### config.mk
export PLATFORM = sky130hd
export DESIGN_NAME = gpio_port
export DESIGN_NICKNAME = d
export VERILOG_FILES = /design/src/gpio_pkg.sv /design/src/gpio_port.sv /design/src/gpio_sync.sv
export SDC_FILE = /design/constraint.sdc
export NUM_CORES = 1
export LEC_CHECK = 0
export ABC_AREA = 1
export BUFFER_PORTS_ARGS = -buffer_cell sky130_fd_sc_hd__clkbuf_2
export CAP_MARGIN = 20
export CORE_MARGIN = 2
export CORE_UTILIZATION = 50
export CTS_CLUSTER_SIZE = 40
export DETAILED_ROUTE_END_ITERATION = 8
export PLACE_DENSITY = 0.77
export REMOVE_ABC_BUFFERS = 1
export SYNTH_ARGS = -nofsm -noshare
export SYNTH_HDL_FRONTEND = slang
export SYNTH_SLANG_ARGS = --single-unit
### constraint.sdc
create_clock -name clock -period 4.09 [get_ports clock]
set_input_delay 0.409 -clock clock [delete_from_list [all_inputs] [get_ports clock]]
set_output_delay 0.409 -clock clock [all_outputs]
set_load 0.1 [all_outputs]
### src/gpio_pkg.sv
// Contract
// - Eight pins; bit X of data, direction, option controls pin X independently.
// - Direction clear makes input; data read returns synchronised pin level.
// - Data write on an input pin updates only the latch.
// - Direction set makes output from latch; data read returns latch value.
// - Latch 0 drives low; latch 1 drives high push-pull, floats open-drain.
// - Direction/option 00 float, 01 pull-up, 10 open-drain, 11 push-pull.
// - Interrupt pins: dir 0 opt 1 is interrupt input; CPU mask gates request.
// - Each interrupt input pin raises requests by its own sensitivity setting; code uses one two-bit setting per vector group.
// - Per vector, detected events of enabled pins are ORed into one request.
// - Request latch clears on vector fetch or sensitivity change; not readable.
// - Peripheral use of a pin overrides direction, option and data settings.
// - Peripheral-driven pin is output, push-pull or open-drain per peripheral.
// - Input pin feeding a peripheral stays readable through data register.
// - Input pin with alternate output enabled reads the alternate output.
// - Output pin with alternate input enabled gives peripheral the latch.
// - Wait and halt leave ports alone; external interrupts wake the device.
package gpio_pkg;
   localparam int unsigned PIN_COUNT = 8;
   localparam int unsigned ADDR_W    = 2;
   localparam int unsigned GROUP_CNT = 2;
   // Register offsets
   localparam logic [1:0] OFF_DATA  = 2'h0;
   localparam logic [1:0] OFF_DIR   = 2'h1;
   localparam logic [1:0] OFF_OPT   = 2'h2;
   localparam logic [1:0] OFF_SENS  = 2'h3;
   // Reset values
   localparam logic [7:0] RST_DATA  = 8'h00;
   localparam logic [7:0] RST_DIR   = 8'h00;
   localparam logic [7:0] RST_OPT   = 8'h00;
   localparam logic [7:0] RST_SENS  = 8'h00;
   // Sensitivity field: two bits per vector group at bit 2*g
   localparam int unsigned SENS_W    = 2;

   // Detection encodings
   typedef enum logic [1:0] {
      GPIO_SENS_FALL_LOW = 2'b00,
      GPIO_SENS_RISE     = 2'b01,
      GPIO_SENS_FALL     = 2'b10,
      GPIO_SENS_BOTH     = 2'b11
   } gpio_sens_t;

   // Pin mode from direction/option pair
   typedef enum logic [1:0] {
      GPIO_MODE_FLOAT = 2'b00,
      GPIO_MODE_PULL  = 2'b01,
      GPIO_MODE_OD    = 2'b10,
      GPIO_MODE_PP    = 2'b11
   } gpio_mode_t;

   // Register bus request
   typedef struct packed {
      logic [1:0] addr;
      logic [7:0] wdata;
      logic       wr;
      logic       rd;
   } gpio_bus_t;

   // Alternate function group, one bit per pin
   typedef struct packed {
      logic [7:0] sel;
      logic [7:0] out_en;
      logic [7:0] out_val;
      logic [7:0] od;
   } gpio_alt_t;
endpackage

### src/gpio_port.sv
// Strobed register access and the placing of the registers are this design's own decisions.
`timescale 1ns/1ps
// Eight-pin port with external interrupt grouping
module gpio_port #(
   parameter logic [7:0] IRQ_CAPABLE = 8'h0f,  // Pins that can interrupt
   parameter logic [7:0] IRQ_PULLUP  = 8'h0f,  // Interrupt pins with pull-up
   parameter logic [7:0] GROUP1_MAP  = 8'h0c   // Pins on vector 1, rest vector 0
) (
   input  wire logic                      clock,        // 100 MHz clock
   input  wire logic                      rst,          // Async reset, high
   input  wire logic                      ce,           // Clock enable
   input  wire logic [1:0]                addr,         // Register address
   input  wire logic [7:0]                wdata,        // Write data
   input  wire logic                      wr,           // Write strobe
   input  wire logic                      rd,           // Read strobe
   output logic      [7:0]                rdata,        // Read data, next cycle
   input  wire logic [7:0]                pin_in,       // Pad input levels
   output logic      [7:0]                pin_out,      // Pad output value
   output logic      [7:0]                pin_oe,       // Pad drive enable
   output logic      [7:0]                pin_pullup,   // Pad pull-up enable
   input  wire gpio_pkg::gpio_alt_t       alt,          // Peripheral pin use
   output logic      [7:0]                alt_in,       // Level to peripherals
   input  wire logic                      cpu_int_mask, // CPU interrupt mask
   input  wire logic [1:0]                vec_fetch,    // Vector fetch pulses
   output logic      [1:0]                irq_req,      // Masked requests
   output logic                           wake          // Wake from wait/halt
);
   logic [7:0] pin_data_latch_reg;
   logic [7:0] port_direction_reg;
   logic [7:0] port_option_reg;
   logic [7:0] ext_irq_sensitivity_ctrl_reg;
   logic [7:0] pin_sync;
   logic [7:0] pin_prev_reg;
   logic [1:0] pend_reg;
   logic [1:0] pend_next;
   logic [7:0] irq_en;
   logic [7:0] event_det;
   logic [7:0] read_view;
   logic [7:0] eff_dir;
   logic [7:0] eff_od;
   logic [7:0] eff_val;
   logic [1:0] group_evt;
   logic       sens_wr;

   // Mode of one pin from its direction and option bits
   function automatic gpio_pkg::gpio_mode_t pin_mode(input logic d, input logic o);
      pin_mode = gpio_pkg::gpio_mode_t'({d, o});
   endfunction

   // Event detection for one pin at given sensitivity
   function automatic logic detect(input logic cur, input logic prv, input logic [1:0] s);
      case (gpio_pkg::gpio_sens_t'(s))
         gpio_pkg::GPIO_SENS_FALL_LOW: detect = ~cur;
         gpio_pkg::GPIO_SENS_RISE:     detect = cur & ~prv;
         gpio_pkg::GPIO_SENS_FALL:     detect = ~cur & prv;
         gpio_pkg::GPIO_SENS_BOTH:     detect = cur ^ prv;
         default:                      detect = 1'b0;
      endcase
   endfunction

   // Pin level synchroniser
   gpio_sync #(
      .WIDTH (gpio_pkg::PIN_COUNT)
   ) u_sync (
      .clock (clock),
      .rst   (rst),
      .ce    (ce),
      .din   (pin_in),
      .dout  (pin_sync)
   );

   // Data latch: writes always land in the latch only
   always_ff @(posedge clock or posedge rst)
   begin
      if (rst)
         pin_data_latch_reg <= gpio_pkg::RST_DATA;
      else if (ce && wr && addr == gpio_pkg::OFF_DATA)
         pin_data_latch_reg <= wdata;
   end

   // Direction register
   always_ff @(posedge clock or posedge rst)
   begin
      if (rst)
         port_direction_reg <= gpio_pkg::RST_DIR;
      else if (ce && wr && addr == gpio_pkg::OFF_DIR)
         port_direction_reg <= wdata;
   end

   // Option register
   always_ff @(posedge clock or posedge rst)
   begin
      if (rst)
         port_option_reg <= gpio_pkg::RST_OPT;
      else if (ce && wr && addr == gpio_pkg::OFF_OPT)
         port_option_reg <= wdata;
   end

   // Sensitivity register
   always_ff @(posedge clock or posedge rst)
   begin
      if (rst)
         ext_irq_sensitivity_ctrl_reg <= gpio_pkg::RST_SENS;
      else if (ce && sens_wr)
         ext_irq_sensitivity_ctrl_reg <= wdata;
   end

   assign sens_wr = wr && addr == gpio_pkg::OFF_SENS;

   // Pad drive per pin; peripheral overrides standard settings
   generate
      for (genvar i = 0; i < 8; i++)
      begin : g_pin
         gpio_pkg::gpio_mode_t mode;
         assign mode = pin_mode(port_direction_reg[i], port_option_reg[i]);
         assign eff_dir[i] = (alt.sel[i] && alt.out_en[i]) ? 1'b1
                           : port_direction_reg[i];
         assign eff_od[i]  = (alt.sel[i] && alt.out_en[i]) ? alt.od[i]
                           : (mode == gpio_pkg::GPIO_MODE_OD);
         assign eff_val[i] = (alt.sel[i] && alt.out_en[i]) ? alt.out_val[i]
                           : pin_data_latch_reg[i];
         assign pin_out[i] = eff_val[i];
         // Drive low for 0; drive high only in push-pull
         assign pin_oe[i]  = eff_dir[i] & (~eff_val[i] | ~eff_od[i]);
         assign pin_pullup[i] = ~eff_dir[i] & (mode == gpio_pkg::GPIO_MODE_PULL)
                              & (~IRQ_CAPABLE[i] | IRQ_PULLUP[i]);
         // Interrupt input: direction 0, option 1 on capable pins
         assign irq_en[i] = IRQ_CAPABLE[i] & (mode == gpio_pkg::GPIO_MODE_PULL);
         // Peripheral sees latch when output, else pin level
         assign alt_in[i] = port_direction_reg[i] ? pin_data_latch_reg[i]
                          : pin_sync[i];
         // Read view per pin
         assign read_view[i] = port_direction_reg[i] ? pin_data_latch_reg[i]
                             : (alt.sel[i] && alt.out_en[i]) ? alt.out_val[i]
                             : pin_sync[i];
         assign event_det[i] = irq_en[i] & detect(pin_sync[i], pin_prev_reg[i],
            ext_irq_sensitivity_ctrl_reg[(GROUP1_MAP[i] ? 2 : 0) +: 2]);
      end
   endgenerate

   // Previous synced level for edge detection
   always_ff @(posedge clock or posedge rst)
   begin
      if (rst)
         pin_prev_reg <= 8'hff;
      else if (ce)
         pin_prev_reg <= pin_sync;
   end

   // OR detected events per vector group
   assign group_evt[0] = |(event_det & ~GROUP1_MAP);
   assign group_evt[1] = |(event_det & GROUP1_MAP);

   // Request latch: set wins over clear
   always_comb
   begin
      pend_next = pend_reg;
      for (int g = 0; g < 2; g++)
      begin
         if (vec_fetch[g] || sens_wr)
            pend_next[g] = 1'b0;
         if (group_evt[g])
            pend_next[g] = 1'b1;
      end
   end

   always_ff @(posedge clock or posedge rst)
   begin
      if (rst)
         pend_reg <= 2'h0;
      else if (ce)
         pend_reg <= pend_next;
   end

   assign irq_req = cpu_int_mask ? 2'h0 : pend_reg;
   assign wake    = |irq_req;

   // Read data one cycle after strobe; request latch not mapped
   always_ff @(posedge clock or posedge rst)
   begin
      if (rst)
         rdata <= 8'h00;
      else if (ce)
      begin
         if (rd)
         begin
            case (addr)
               gpio_pkg::OFF_DATA: rdata <= read_view;
               gpio_pkg::OFF_DIR:  rdata <= port_direction_reg;
               gpio_pkg::OFF_OPT:  rdata <= port_option_reg;
               gpio_pkg::OFF_SENS: rdata <= ext_irq_sensitivity_ctrl_reg;
               default:            rdata <= 8'h00;
            endcase
         end
         else
            rdata <= 8'h00;
      end
   end
endmodule

### src/gpio_sync.sv
`timescale 1ns/1ps
// Two-stage synchroniser for pin levels
module gpio_sync #(
   parameter int unsigned WIDTH = 8
) (
   input  wire logic             clock,   // System clock
   input  wire logic             rst,     // Async reset
   input  wire logic             ce,      // Clock enable
   input  wire logic [WIDTH-1:0] din,     // Asynchronous input
   output logic      [WIDTH-1:0] dout     // Synchronised output
);
   logic [WIDTH-1:0] meta_reg;

   // First stage feeds only the second
   always_ff @(posedge clock or posedge rst)
   begin
      if (rst)
      begin
         meta_reg <= '1;  // Idle-high pad, no false edge
         dout     <= '1;
      end
      else if (ce)
      begin
         meta_reg <= din;
         dout     <= meta_reg;
      end
   end
endmodule
== Word-level counts from Yosys, hierarchy flattened ==
Index checks and enable logic that the tools add are counted.

* Equal/unequal tests: 25
* Mux-type cells: 59
* Reductions and logical operators: 26
* Bitwise logic cells: 72

{| class="wikitable"
|+ Operators by type and width
! kind !! number
|-
| $mux 1 || 52
|-
| $not 1->1 || 32
|-
| $pmux 8 s4 || 1
|-
| $and 1x1->1 || 28
|-
| $eq 2x2->1 const B || 14
|-
| $eq 2x1->1 const B || 11
|-
| $pmux 1 s4 || 4
|-
| $logic_and 1x1->1 || 14
|-
| $mux 8 || 1
|-
| $or 1x1->1 || 8
|-
| $logic_not 2->1 || 3
|-
| $reduce_or 2->1 || 3
|-
| $reduce_and 2->1 || 2
|-
| $reduce_bool 2->1 || 2
|-
| $xor 1x1->1 || 4
|-
| $logic_or 1x1->1 || 2
|-
| $mux 2 || 1
|}

* Logic and storage cells: 192
* Bits in registers: 62
* Input bits: 58
* Output and inout bits: 43

== Longest topological paths before layout ==
Gate-level depths: netlist of the first run.

* Word-level depth: 7
* Mapped depth: 10
* Depth with buffers taken out: 10

== Modules after synthesis ==
Synthesis of the first run repeated with hierarchy kept, for this count alone.

* Cell total of the unflattened synthesis: 486
* Area, all modules: 3,619.7 sq um

{| class="wikitable"
|+ By module, submodules not included
! module !! instances !! cells each !! area each (sq um) !! sequential area each (sq um)
|-
| gpio_port || 1 || 417 || 2,955.3 || 1,156.1
|-
| gpio_sync || 1 || 69 || 664.4 || 420.4
|}

== Least setup slack after synthesis of the first run ==
No wires, ideal clock.

* Path type: input to output
* From: in alt[24] in the netlist's numbering
* To: out pin_oe[0]
* Cell stages on the path: 5
* Slack: 408 ps
* Data arrival time: 3,273 ps
* Required time: 3,681 ps
* Buffers on the path: 0
* Cell sequence: nand2_1 inv_1 nor2_1 nor2_1 a31oi_1

* Cells in the longest elaborated chain, start to end: 5
* Elaborated cells between the ends (all ways): 8
* Those cells by class: 3 x mux; 4 x bitwise; 1 x reduce/logical

{| class="wikitable"
|+ Ends and longest elaborated chain
! what !! RTL line !! RTL
|-
| start: declaration || gpio_port.sv:21 || <nowiki>input wire gpio_pkg::gpio_alt_t alt,</nowiki>
|-
| $logic_and 1x1->1 || gpio_port.sv:120 || <nowiki>assign eff_val[i] = (alt.sel[i] && alt.out_en[i]) ? alt.out_val[i]</nowiki>
|-
| $mux 1 || gpio_port.sv:120 ||
|-
| net pin_out[0] || gpio_port.sv:18 || <nowiki>output logic [7:0] pin_out,</nowiki>
|-
| $not 1->1 || gpio_port.sv:124 || <nowiki>assign pin_oe[i] = eff_dir[i] & (~eff_val[i] | ~eff_od[i]);</nowiki>
|-
| $or 1x1->1 || gpio_port.sv:124 ||
|-
| $and 1x1->1 || gpio_port.sv:124 ||
|-
| end: declaration || gpio_port.sv:19 || <nowiki>output logic [7:0] pin_oe,</nowiki>
|}

The timed path passes the listed nets, and every way through them passes these cells.

== Final worst setup path of the first run ==
* From: reg port_direction_reg[6]
* To: out pin_oe[6]

* Cells in the longest elaborated chain, start to end: 5
* Elaborated cells between the ends (all ways): 6
* Those cells by class: 1 x eq/ne; 2 x mux; 3 x bitwise

{| class="wikitable"
|+ Ends and longest elaborated chain
! what !! RTL line !! RTL
|-
| start: declaration || gpio_port.sv:29 || <nowiki>logic [7:0] port_direction_reg;</nowiki>
|-
| start signal: assignment || gpio_port.sv:85 || <nowiki>port_direction_reg <= gpio_pkg::RST_DIR;</nowiki>
|-
| start signal: assignment || gpio_port.sv:87 || <nowiki>port_direction_reg <= wdata;</nowiki>
|-
| $eq 2x2->1 || gpio_port.sv:119 || <nowiki>: (mode == gpio_pkg::GPIO_MODE_OD);</nowiki>
|-
| $mux 1 || gpio_port.sv:118 || <nowiki>assign eff_od[i] = (alt.sel[i] && alt.out_en[i]) ? alt.od[i]</nowiki>
|-
| $not 1->1 || gpio_port.sv:124 ||
|-
| $or 1x1->1 || gpio_port.sv:124 ||
|-
| $and 1x1->1 * || gpio_port.sv:124 ||
|}

Every way passes the cells marked *; elsewhere a longest branch is shown, timed or not.

==> results of run 1 <==
## cells in the mapped netlist, types with 3 or more instances
| cell | count |
|---|---|
| o21ai_1 | 5 |
| o21ai_0 | 17 |
| a21oi_1 | 11 |
| nor2_1 | 74 |
| nand2_1 | 176 |
| a31oi_1 | 7 |
| buf_6 | 5 |
| or2_2 | 7 |
| inv_1 | 56 |
| nand3_1 | 25 |
| dfrtp_1 | 42 |
| dfstp_2 | 20 |
| nand2_2 | 3 |
| nand2_4 | 4 |
| ha_1 | 8 |
| nor3_1 | 5 |
| o21ai_2 | 23 |
## final timing paths
path                                      endpoint  slack, ns  depth (start not counted)
worst max-delay path                     pin_oe[6]       2.05                          4
worst min-delay path            u_sync.meta_reg[0]       0.24                          3
worst max register to register         pend_reg[0]       2.67                          9
worst min register to register      u_sync.dout[4]       0.46                          2
max in group asynchronous       port_option_reg[7]       3.31                          3
min in group asynchronous                 rdata[4]       0.28                          3
## cells by family (layout without fill, tap and decap cells)
| group | after synthesis | after routing | share of synthesized area (%) |
|---|---|---|---|
| AND/OR/NAND/NOR | 299 | 299 | 34.32 |
| adder cells (fa/ha/maj) | 8 | 8 | 2.684 |
| AO/OA/AOI/OAI | 65 | 65 | 11.41 |
| buffers and inverters | 73 | 181 | 9.326 |
| flip-flops | 62 | 62 | 42.27 |
## stage by stage
stage / cells / util, % / instance area (um^2) / hold WS (ns)
after global placement: 698 / 58.94 / 4275 / 0.4511
after floorplan: 497 / - / 3636 / 0.4392
after CTS: 714 / 61.57 / 4466 / 0.2385
after detailed placement: 698 / 58.94 / 4275 / 0.4530
final: 714 / 61.57 / 4466 / 0.2440
after global routing: 714 / 61.57 / 4466 / 0.2425
## cell type report
class / instances / area [um^2]
fill: 664 / 2788
multi-input combinational: 372 / 1805
timing repair buffer: 102 / 515.5
clock buffer: 16 / 190.2
inverter: 63 / 254.0
tap: 99 / 123.9
sequential: 62 / 1577
## power by group through the flow
stage	registers (uW)	logic, uW	clock network (uW)
final	819	1070	517
after detailed placement	828	1080	0
after global routing	834	1150	546
after global placement	825	1060	0
after CTS	819	1080	523
after floorplan	870	841	0
## metal layers
metal  global-route usage (%)  routed length, um  vias to the layer above  part of all wire, %
met1                    28.86               4023                     1638                   46
met5                        0                  0                        -                    0
met4                    7.051                112                        0                  1.3
li1                         -                  -                     1779                    -
met2                    37.97               4163                      102                   47
met3                    4.591                506                        8                  5.7
## worst max-delay path, stage by stage, from the launching register on
cell and delay (ns):
dfrtp_1 0.45, inv_1 0.10, o31ai_1 0.27, a21oi_1 0.10, clkbuf_2 0.38
==> key figures, run 1 <==
Outcome
  • Status: finished, final reports clean

Finish
  • ANT cells: 0
  • Nets: approximately 680
  • Commonest cells after routing, fill and taps aside: nand2_1, clkbuf_2, nor2_1, inv_1, dfrtp_1
  • Commonest non-fill, non-tap cell in the layout: nand2_1
  • Share of cells above drive strength 1: 29.76%
  • Syn-to-layout area delta: 19.72%

STA
  • Final Critical Period: ~2 ns
  • Final TNS setup: 0 ns
  • Unrepaired setup endpoints after global routing: false
  • Worst slew margin: between 40% and 50%
  • Hold Fails Final Rpt: 0
  • Fmax: about 490 MHz
  • Final setup margin: slightly above 2 ns
  • Final Setup Violations: 0
  • Slew Viols, Final: 0
  • Fin crit share: between 40% and 50%
  • Clock Skews: approximately 0.0053 ns
  • Slew @ Worst Pin: ~0.77 ns

Floorplan
  • Io pins: around 100
  • Starting density of the core: 51.42%
  • Die area: about 8200 um^2
  • DIE WIDTH: approximately 90 um
  • Core footprint: ~7300 um^2
  • Number of core rows: 31
  • Die Span Y: 90.37 um

CTS
  • Number of setup buffers added after CTS: 0
  • Clock sink total: 62
  • Post-CTS Resized: 0
  • H-Tree Depth: 3
  • Total CTS buffers: 9
  • Clk_lat worst skew: between 0.3 and 0.4 ns
  • # hold bufs at CTS: 0
  • Clk pin slew, worst setup/hold paths: about 0.070 ns
  • CTS tree: built
  • CTS Buffer Depth: 2
  • Root Buffer: clkbuf_8

Worst setup path
  • Worst Setup End Kind: primary output
  • Max FO, Critical Path: 7
  • WP data required: 3.68 ns
  • WS Path Type: flop to primary output
  • Crit path from: port_direction_reg[6]
  • Startpoint types: flop
  • Crit path DAT: approximately 1.6 ns
  • Reg-to-reg startpoint: u_sync.dout[1]

Routing
  • Via density: around 5
  • WL final: ~8.8 mm
  • DRT Pass-1 Iters: 4
  • Routed Antenna Nets: 0
  • DRC viols: 0
  • Vias: between 3000 and 4000
  • Wire per inst: roughly 12 um
  • DR iter-0 viols: between 200 and 250

Logic synthesis
  • Sequential cell area fraction in the yosys report: a little over two fifths
  • Syn avg cell area: roughly 7.4 um^2
  • Synthesized area: approximately 3700 um^2
  • Synth warn: 0
  • Dominant cells by area after synthesis: dfrtp_1, nand2_1, dfstp_2, nor2_1, inv_1
  • Yosys top cell by area: dfrtp_1
  • Yosys cell types: 31
  • Seq cells post-synth: 62
  • EDFF count, synth: 0
  • Top cell type's share of synthesized area: between 20% and 30%
  • Top_reg_cell synth: dfrtp_1
  • Syn Inst Count: around 510
  • Ys async rst share: 100.0%

Global routing
  • Gr ovfl total: 0
  • Largest net degree at the start of global routing: between 60 and 70
  • Antenna violations before repair: 0
  • First-pass GRT wire length: 14.77 mm
  • Total track usage: 22.39%
  • Vias in the first global route: between 3000 and 4000

Flow run
  • Max-Cap Viols: 0

Pwr
  • Clock power frac: ~22%
  • Net Sw Frac: between 40% and 50%
  • Int Pwr: around 1200 uW
  • P_sw: 1181 uW
  • Share of total power in sequential cells: between 30% and 40%
  • P_leak: 0.002466 uW
  • Power density of the placed cells: approximately 540 nW/um^2
  • Comb pwr share: between 40% and 50%
  • Tot Pwr: between 2000 and 2500 uW
  • Worst vdd ir: approximately 0.33 mV

Placement
  • Dpl ws: ~2.1 ns
  • PortBufs: 100
  • DP HPWL: ~6.4 mm
  • Routability cong.: approximately 0.87

Worst hold path
  • Hold path startpoint: pin_in[0]
  • Hold Crit Class: input port to flop
Note: power is estimated with default switching activity, not from simulation.
==> inputs of run 2 (changes only) <==
- ABC_AREA: 1 -> 0
- clock period: 4.09 -> 2 ns (I/O delays scaled with it)
==> key figures, run 2 <==
Floorplan
  • Number of core rows: 30 (-3.2%)
  • Io pins: 101 (unchanged)
  • Die Span Y: 87.71 um (-2.9%)
  • Die area: 7692 um^2 (-5.8%)
  • Starting density of the core: 51.57% (+0.14 points)
  • Core footprint: 6794 um^2 (-6.3%)
  • DIE WIDTH: 87.71 um (-2.9%)

Logic synthesis
  • Top_reg_cell synth: dfrtp_1
  • Synthesized area: 3503 um^2 (-6.1%)
  • Yosys top cell by area: dfrtp_1
  • Yosys cell types: 33 (+6.5%)
  • Most common library cells after synthesis: dfrtp_1, mux2_2, nand2_1
  • Ys async rst share: 100.0% (unchanged)
  • EDFF count, synth: 0 (unchanged)
  • Sequential cell area fraction in the yosys report: 45.00% (+2.7 points)
  • Synth warn: 0 (unchanged)
  • Top cell type's share of synthesized area: 30.00% (+1.8 points)
  • Dominant cells by area after synthesis: dfrtp_1, dfstp_2, mux2_2, mux2i_1, o21ai_0
  • Seq cells post-synth: 62 (unchanged)
  • Top-count cell post-synth: dfrtp_1
  • Syn avg cell area: 11.02 um^2 (+50%)
  • Syn Inst Count: 318 (-37%)

Finish
  • Share of cells above drive strength 1: 47.09% (+17 points)
  • ANT cells: 0 (unchanged)
  • Syn-to-layout area delta: 21.89%
  • Fillers: 576 (-13%)
  • Post-route insts no fill: 525 (-26%)
  • Commonest non-fill, non-tap cell in the layout: clkbuf_2
  • Nets: 490 (-28%)
  • Commonest cells after routing, fill and taps aside: clkbuf_2, dfrtp_1, mux2_2, nand2_1, o21ai_0
  • Post-layout util: 62.85% (+1.3 points)

Worst setup path
  • Max FO, Critical Path: 5 (-2)
  • Worst Setup End Kind: primary output
  • Startpoint types: flop
  • Worst-case reg-to-reg path depth: 5 (-4)
  • Reg-to-reg startpoint: u_sync.dout[3]
  • Crit path DAT: 1.69 ns (+0.06 ns)
  • Crit path from: u_sync.dout[1]
  • R2R Setup Slk: 0.36 ns (-2.31 ns)
  • WS Path Type: flop to primary output
  • Critical R2R Capture: pend_reg[1]
  • WP data required: 1.80 ns (-1.88 ns)
  • Crit path to: alt_in[1]

Pwr
  • Int Pwr: 2627 uW (+110%)
  • Worst vdd ir: 0.9784 mV (+190%)
  • Net Sw Frac: 48.43% (-0.58 points)
  • Clock power frac: 20.2% (-1.3 points)
  • Comb pwr share: 45.2% (+0.6 points)
  • P_sw: 2467 uW (+110%)
  • Share of total power in sequential cells: 34.6% (+0.6 points)
  • Power density of the placed cells: 1193 nW/um^2 (+120%)
  • P_leak: 0.002078 uW (-16%)

Global routing
  • Total track usage: 22.23% (-0.16 points)
  • Met1 Use GR: 28.82% (-0.036 points)
  • Largest net degree at the start of global routing: 25 (-60%)
  • Grt met2 use: 37.05% (-0.92 points)
  • Top Usage Layer GRT: met2
  • First-pass GRT wire length: 13.03 mm (-12%)
  • Gr ovfl total: 0 (unchanged)
  • Met3 Track Usage GR: 3.959% (-0.63 points)
  • Vias in the first global route: 2728 (-17%)
  • Antenna violations before repair: 0 (unchanged)

STA
  • Final Critical Period: approximately 1.9 ns
  • Final Setup Violations: 0 (unchanged)
  • Final setup margin: 0.1071 ns (-1.941 ns)
  • Hold Fails Final Rpt: 0 (unchanged)
  • Clock Skews: 0.005885 ns (+0.0006072 ns)
  • Slew @ Worst Pin: 0.5557 ns (-0.2094 ns)
  • Slew Viols, Final: 0 (unchanged)
  • Worst slew margin: 63.11% (+14 points)
  • Final TNS setup: 0 ns (unchanged)
  • Fin crit share: 94.64%
  • Fmax: between 500 and 600 MHz
  • Unrepaired setup endpoints after global routing: false

CTS
  • CTS tree: built
  • Post-CTS Resized: 0 (unchanged)
  • Total CTS buffers: 9 (unchanged)
  • CTS Buffer Depth: 2 (unchanged)
  • Clk pin slew, worst setup/hold paths: 0.06 ns (about the same)
  • Root Buffer: clkbuf_8
  • Clock sink total: 62 (unchanged)
  • Clk_lat worst skew: 0.35 ns (+0.02 ns)
  • H-Tree Depth: 3 (unchanged)

Routing
  • WL final: 8.153 mm (-7.4%)
  • DRC viols: 0 (unchanged)
  • Vias: 2861 (-19%)
  • Via density: 5.450 (+10%)
  • Routed Antenna Nets: 0 (unchanged)
  • DRT Pass-1 Iters: 4 (unchanged)
  • Wire per inst: 15.53 um (+26%)
  • DR iter-0 viols: 113 (-48%)

Placement
  • PortBufs: 100 (unchanged)
  • DP HPWL: 5.992 mm (-5.9%)
  • Placed cell count: 508 (-27%)
  • Dpl ws: 0.3764 ns (-1.763 ns)
  • Routability cong.: 0.8006 (-8.1%)

Outcome
  • Status: finished, final reports clean

Worst hold path
  • Hold Crit Class: input port to flop
  • Hold Path Stages: 2 (-1)

Flow run
  • Max-Cap Viols: 0 (unchanged)
-- run 2: cells by family after synthesis --
family                     Yosys count  share of synthesized area, %
buffers and inverters               28                         4.357
muxes                               65                         21.14
AOI/OAI and AO/OA                   85                         15.07
and+or+nand+nor                     70                         11.57
DFF                                 62                         45.00
adders and majority gates            8                         2.857
-- run 2: worst min path at each step --
stage,startpoint,endpoint,slack [ns]
final,pin_in[7],u_sync.meta_reg[7],0.08
after global placement,rst,pin_data_latch_reg[6],0.24
after global routing,pin_in[7],u_sync.meta_reg[7],0.09
after floorplan,ce,u_sync.dout[4],0.27
after detailed placement,rst,pin_data_latch_reg[6],0.25
after CTS,pin_in[7],u_sync.meta_reg[7],0.08
-- run 2: what timing repair did --
action	CTS	global route
hold buffers	1	0
endpoints found under the hold margin	16	0
buffers inserted	0	0
-- run 2: cell type report --
type	count	area, um^2	share of cell area (%)
multi-input cells	228	1774	41.55
flip-flops and latches	62	1577	36.92
repair buffers	108	563.0	13.18
clock buffers	16	180.2	4.219
well taps	96	120.1	2.813
inverters	15	56.30	1.318
-- run 2: per-stage QoR --
stage	power [uW]	instance area, um^2	hold WS [ns]
floorplan	3656	3407	0.2740
global placement	4050	4080	0.2392
detailed placement	4091	4080	0.2453
CTS	5119	4270	0.08264
global route	5318	4270	0.08725
finish	5094	4270	0.08285
-- run 2: metal layers --
layer,share of wire [%],routed length (um)
met2,50,4114
met4,1.3,109
met3,4.8,394
met1,43,3534
met5,0,0
-- run 2: critical path, cell delays in order, from the launching register on --
cell and delay [ns]:
dfstp_2 0.57, inv_1 0.08, o21ai_0 0.20, clkbuf_2 0.49
-- run 2: power by group through the flow --
| stage | Combinational, uW | Sequential [uW] | Clock (uW) |
|---|---|---|---|
| 4_1_cts | 2320 | 1760 | 1040 |
| 3_3_place_gp | 2280 | 1770 | 0 |
| 3_5_place_dp | 2310 | 1780 | 0 |
| 2_1_floorplan | 1800 | 1850 | 0 |
| 5_1_grt | 2420 | 1810 | 1090 |
| 6_report | 2300 | 1760 | 1030 |
==> inputs of run 3 (changes only) <==
- ABC_AREA: 0 -> 1
==> key figures, run 3 (synthesis gave the netlist of run 1 again) <==
Pwr
  • Power density of the placed cells: 1093 nW/um^2 (-8.4%)
  • Clock power frac: 20.9% (+0.7 points)
  • P_sw: 2430 uW (-1.5%)
  • P_leak: 0.002481 uW (+19%)
  • Share of total power in sequential cells: 34.1% (-0.5 points)
  • Comb pwr share: 45.0% (-0.2 points)
  • Worst vdd ir: 0.6702 mV (-31%)
  • Tot Pwr: 4913 uW (-3.6%)
  • Net Sw Frac: 49.47% (+1.0 points)
  • Int Pwr: 2483 uW (-5.5%)

CTS
  • CTS tree: built
  • Clock sink total: 62 (unchanged)
  • Number of setup buffers added after CTS: 0 (unchanged)
  • CTS Buffer Depth: 2 (unchanged)
  • H-Tree Depth: 3 (unchanged)
  • Total CTS buffers: 9 (unchanged)
  • Root Buffer: clkbuf_8
  • Clk_lat worst skew: 0.34 ns (about the same)
  • Clk pin slew, worst setup/hold paths: 0.07 ns (about the same)

Worst setup path
  • Crit path from: u_sync.dout[1]
  • Worst stage delay on the critical path: 0.59 ns (+0.02 ns)
  • WP data required: 1.80 ns (about the same)
  • Worst path slowest cell: dfstp_2
  • Max FO, Critical Path: 5 (unchanged)
  • WS Path Type: flop to primary output
  • Reg-to-reg startpoint: u_sync.dout[1]
  • Startpoint types: flop
  • Crit path DAT: 1.60 ns (-0.09 ns)
  • CP most frequent cell: nor2_1
  • Worst path bufs/invs: 1 (-1)
  • Crit-path leading delay family: flip-flops
  • CP cell instances: nor2_1, nor2_1, clkbuf_2
  • Worst Setup End Kind: primary output

Routing
  • WL final: 8.906 mm (+9.2%)
  • Vias: 3547 (+24%)
  • DRT Pass-1 Iters: 4 (unchanged)
  • Routed Antenna Nets: 0 (unchanged)
  • Wire per inst: 12.42 um (-20%)
  • Via density: 4.947 (-9.2%)
  • DRC viols: 0 (unchanged)
  • DR iter-0 viols: 180 (+59%)

Outcome
  • Status: finished, final reports clean

STA
  • Slew @ Worst Pin: 0.5518 ns (-0.003923 ns)
  • Slew Viols, Final: 0 (unchanged)
  • Hold Fails Final Rpt: 0 (unchanged)
  • Final Critical Period: 1.795 ns (-0.09780 ns)
  • Clock Skews: 0.008559 ns (+0.002674 ns)
  • Hold_ws: 0.02891 ns (-0.05395 ns)
  • Unrepaired setup endpoints after global routing: false
  • Fmax: 557.1 MHz (+5.4%)
  • Final Setup Violations: 0 (unchanged)
  • Fin crit share: 89.75% (-4.9 points)
  • Worst slew margin: 63.16% (about the same)

Finish
  • Share of cells above drive strength 1: 29.94% (-17 points)
  • Commonest cells after routing, fill and taps aside: nand2_1, clkbuf_2, nor2_1, inv_1, dfrtp_1
  • Nets: 679 (+39%)
  • Post-layout util: 61.96% (-0.89 points)
  • Commonest non-fill, non-tap cell in the layout: nand2_1
  • Fillers: 689 (+20%)
  • ANT cells: 0 (unchanged)
  • Cell area after layout: 4494 um^2 (+5.2%)
  • Syn-to-layout area delta: 20.50%

Worst hold path
  • Hold Crit Class: input port to flop
  • Hold path startpoint: pin_in[1]

Floorplan
  • Die Span Y: 90.37 um (+3.0%)
  • DIE WIDTH: 90.37 um (+3.0%)
  • Core footprint: 7253 um^2 (+6.8%)
  • Starting density of the core: 51.42% (-0.14 points)
  • Io pins: 101 (unchanged)
  • Number of core rows: 31 (+3.3%)
  • Die area: 8167 um^2 (+6.2%)

Flow run
  • Max-Cap Viols: 0 (unchanged)

Global routing
  • Gr ovfl total: 0 (unchanged)
  • Antenna violations before repair: 0 (unchanged)
  • Largest net degree at the start of global routing: 39 (+56%)
  • Total track usage: 22.85% (+0.62 points)
  • First-pass GRT wire length: 15.16 mm (+16%)
  • Vias in the first global route: 3356 (+23%)

Placement
  • PortBufs: 100 (unchanged)
  • Cell area after placement: 4303 um^2 (+5.5%)
  • DP HPWL: 6.661 mm (+11%)
  • Routability cong.: 0.8852 (+11%)
run 3: cell types whose count changed in the layout (fill, tap and decap cells not counted), sizes merged, moves of 9 or more:
cell	before	now
a21oi	22	11
inv	15	61
mux2	48	0
mux2i	17	0
nand2	35	184
nand2b	11	0
nand3	0	26
nor2	5	76
o211ai	10	1
o21ai	33	45
run 3: cell type report:
cell class	instances	area [um^2]	share of cell area (%)
clock buffers	15	176.4	3.925
clock inverters	1	5.005	0.1114
inverters	63	254.0	5.651
multi-input cells	372	1805	40.17
flip-flops and latches	62	1577	35.08
well taps	99	123.9	2.756
repair buffers	105	553.0	12.31
run 3: power by group through the flow:
stage | combinational (uW) | clock (uW) | sequential [uW]
after floorplan | 1720 | 0 | 1780
after global placement | 2170 | 0 | 1690
after detailed placement | 2210 | 0 | 1690
after CTS | 2220 | 1030 | 1670
after global routing | 2360 | 1100 | 1710
final | 2210 | 1030 | 1680
run 3: final timing paths:
kind | to | slack [ns] | cells past startpoint
worst min register to register | u_sync.meta_reg[3] | 0.46 | 2
worst min-delay path | u_sync.meta_reg[1] | 0.03 | 3
worst max register to register | pend_reg[0] | 0.56 | 9
worst max-delay path | alt_in[1] | 0.20 | 3
min in group asynchronous | ext_irq_sensitivity_ctrl_reg[4] | 0.44 | 3
max in group asynchronous | pin_prev_reg[1] | 0.90 | 4
run 3: timing repair:
item | CTS | global route
hold endpoints to repair | 14 | 0
hold buffers | 1 | 0
resized for setup | 0 | 0
run 3: worst reg2reg max path, cell delays in order, from the launching register on:
cell	delay, ns
dfstp_2	0.59
inv_1	0.09
ha_1	0.28
nand2_1	0.05
nand3_1	0.08
nand2_1	0.05
nand2_1	0.05
nand2_1	0.05
nand2_1	0.05
nand2_1	0.04
run 3: routing by layer:
metal  global-route usage (%)  vias to the layer above  routed length, um
li1                         -                     1802                  -
met5                        0                        -                  0
met3                    3.923                        9                456
met2                    39.35                       81               4306
met1                    28.98                     1655               4029
met4                    8.205                        0                113
run 3: through the flow:
step           setup TNS (ns)  instances  setup slack, ns
2_1_floorplan          -14.46        497           -1.264
3_3_place_gp                0        700           0.5218
3_5_place_dp                0        700           0.4555
4_1_cts                     0        717           0.1992
5_1_grt                     0        717           0.1145
6_report                    0        717           0.2049
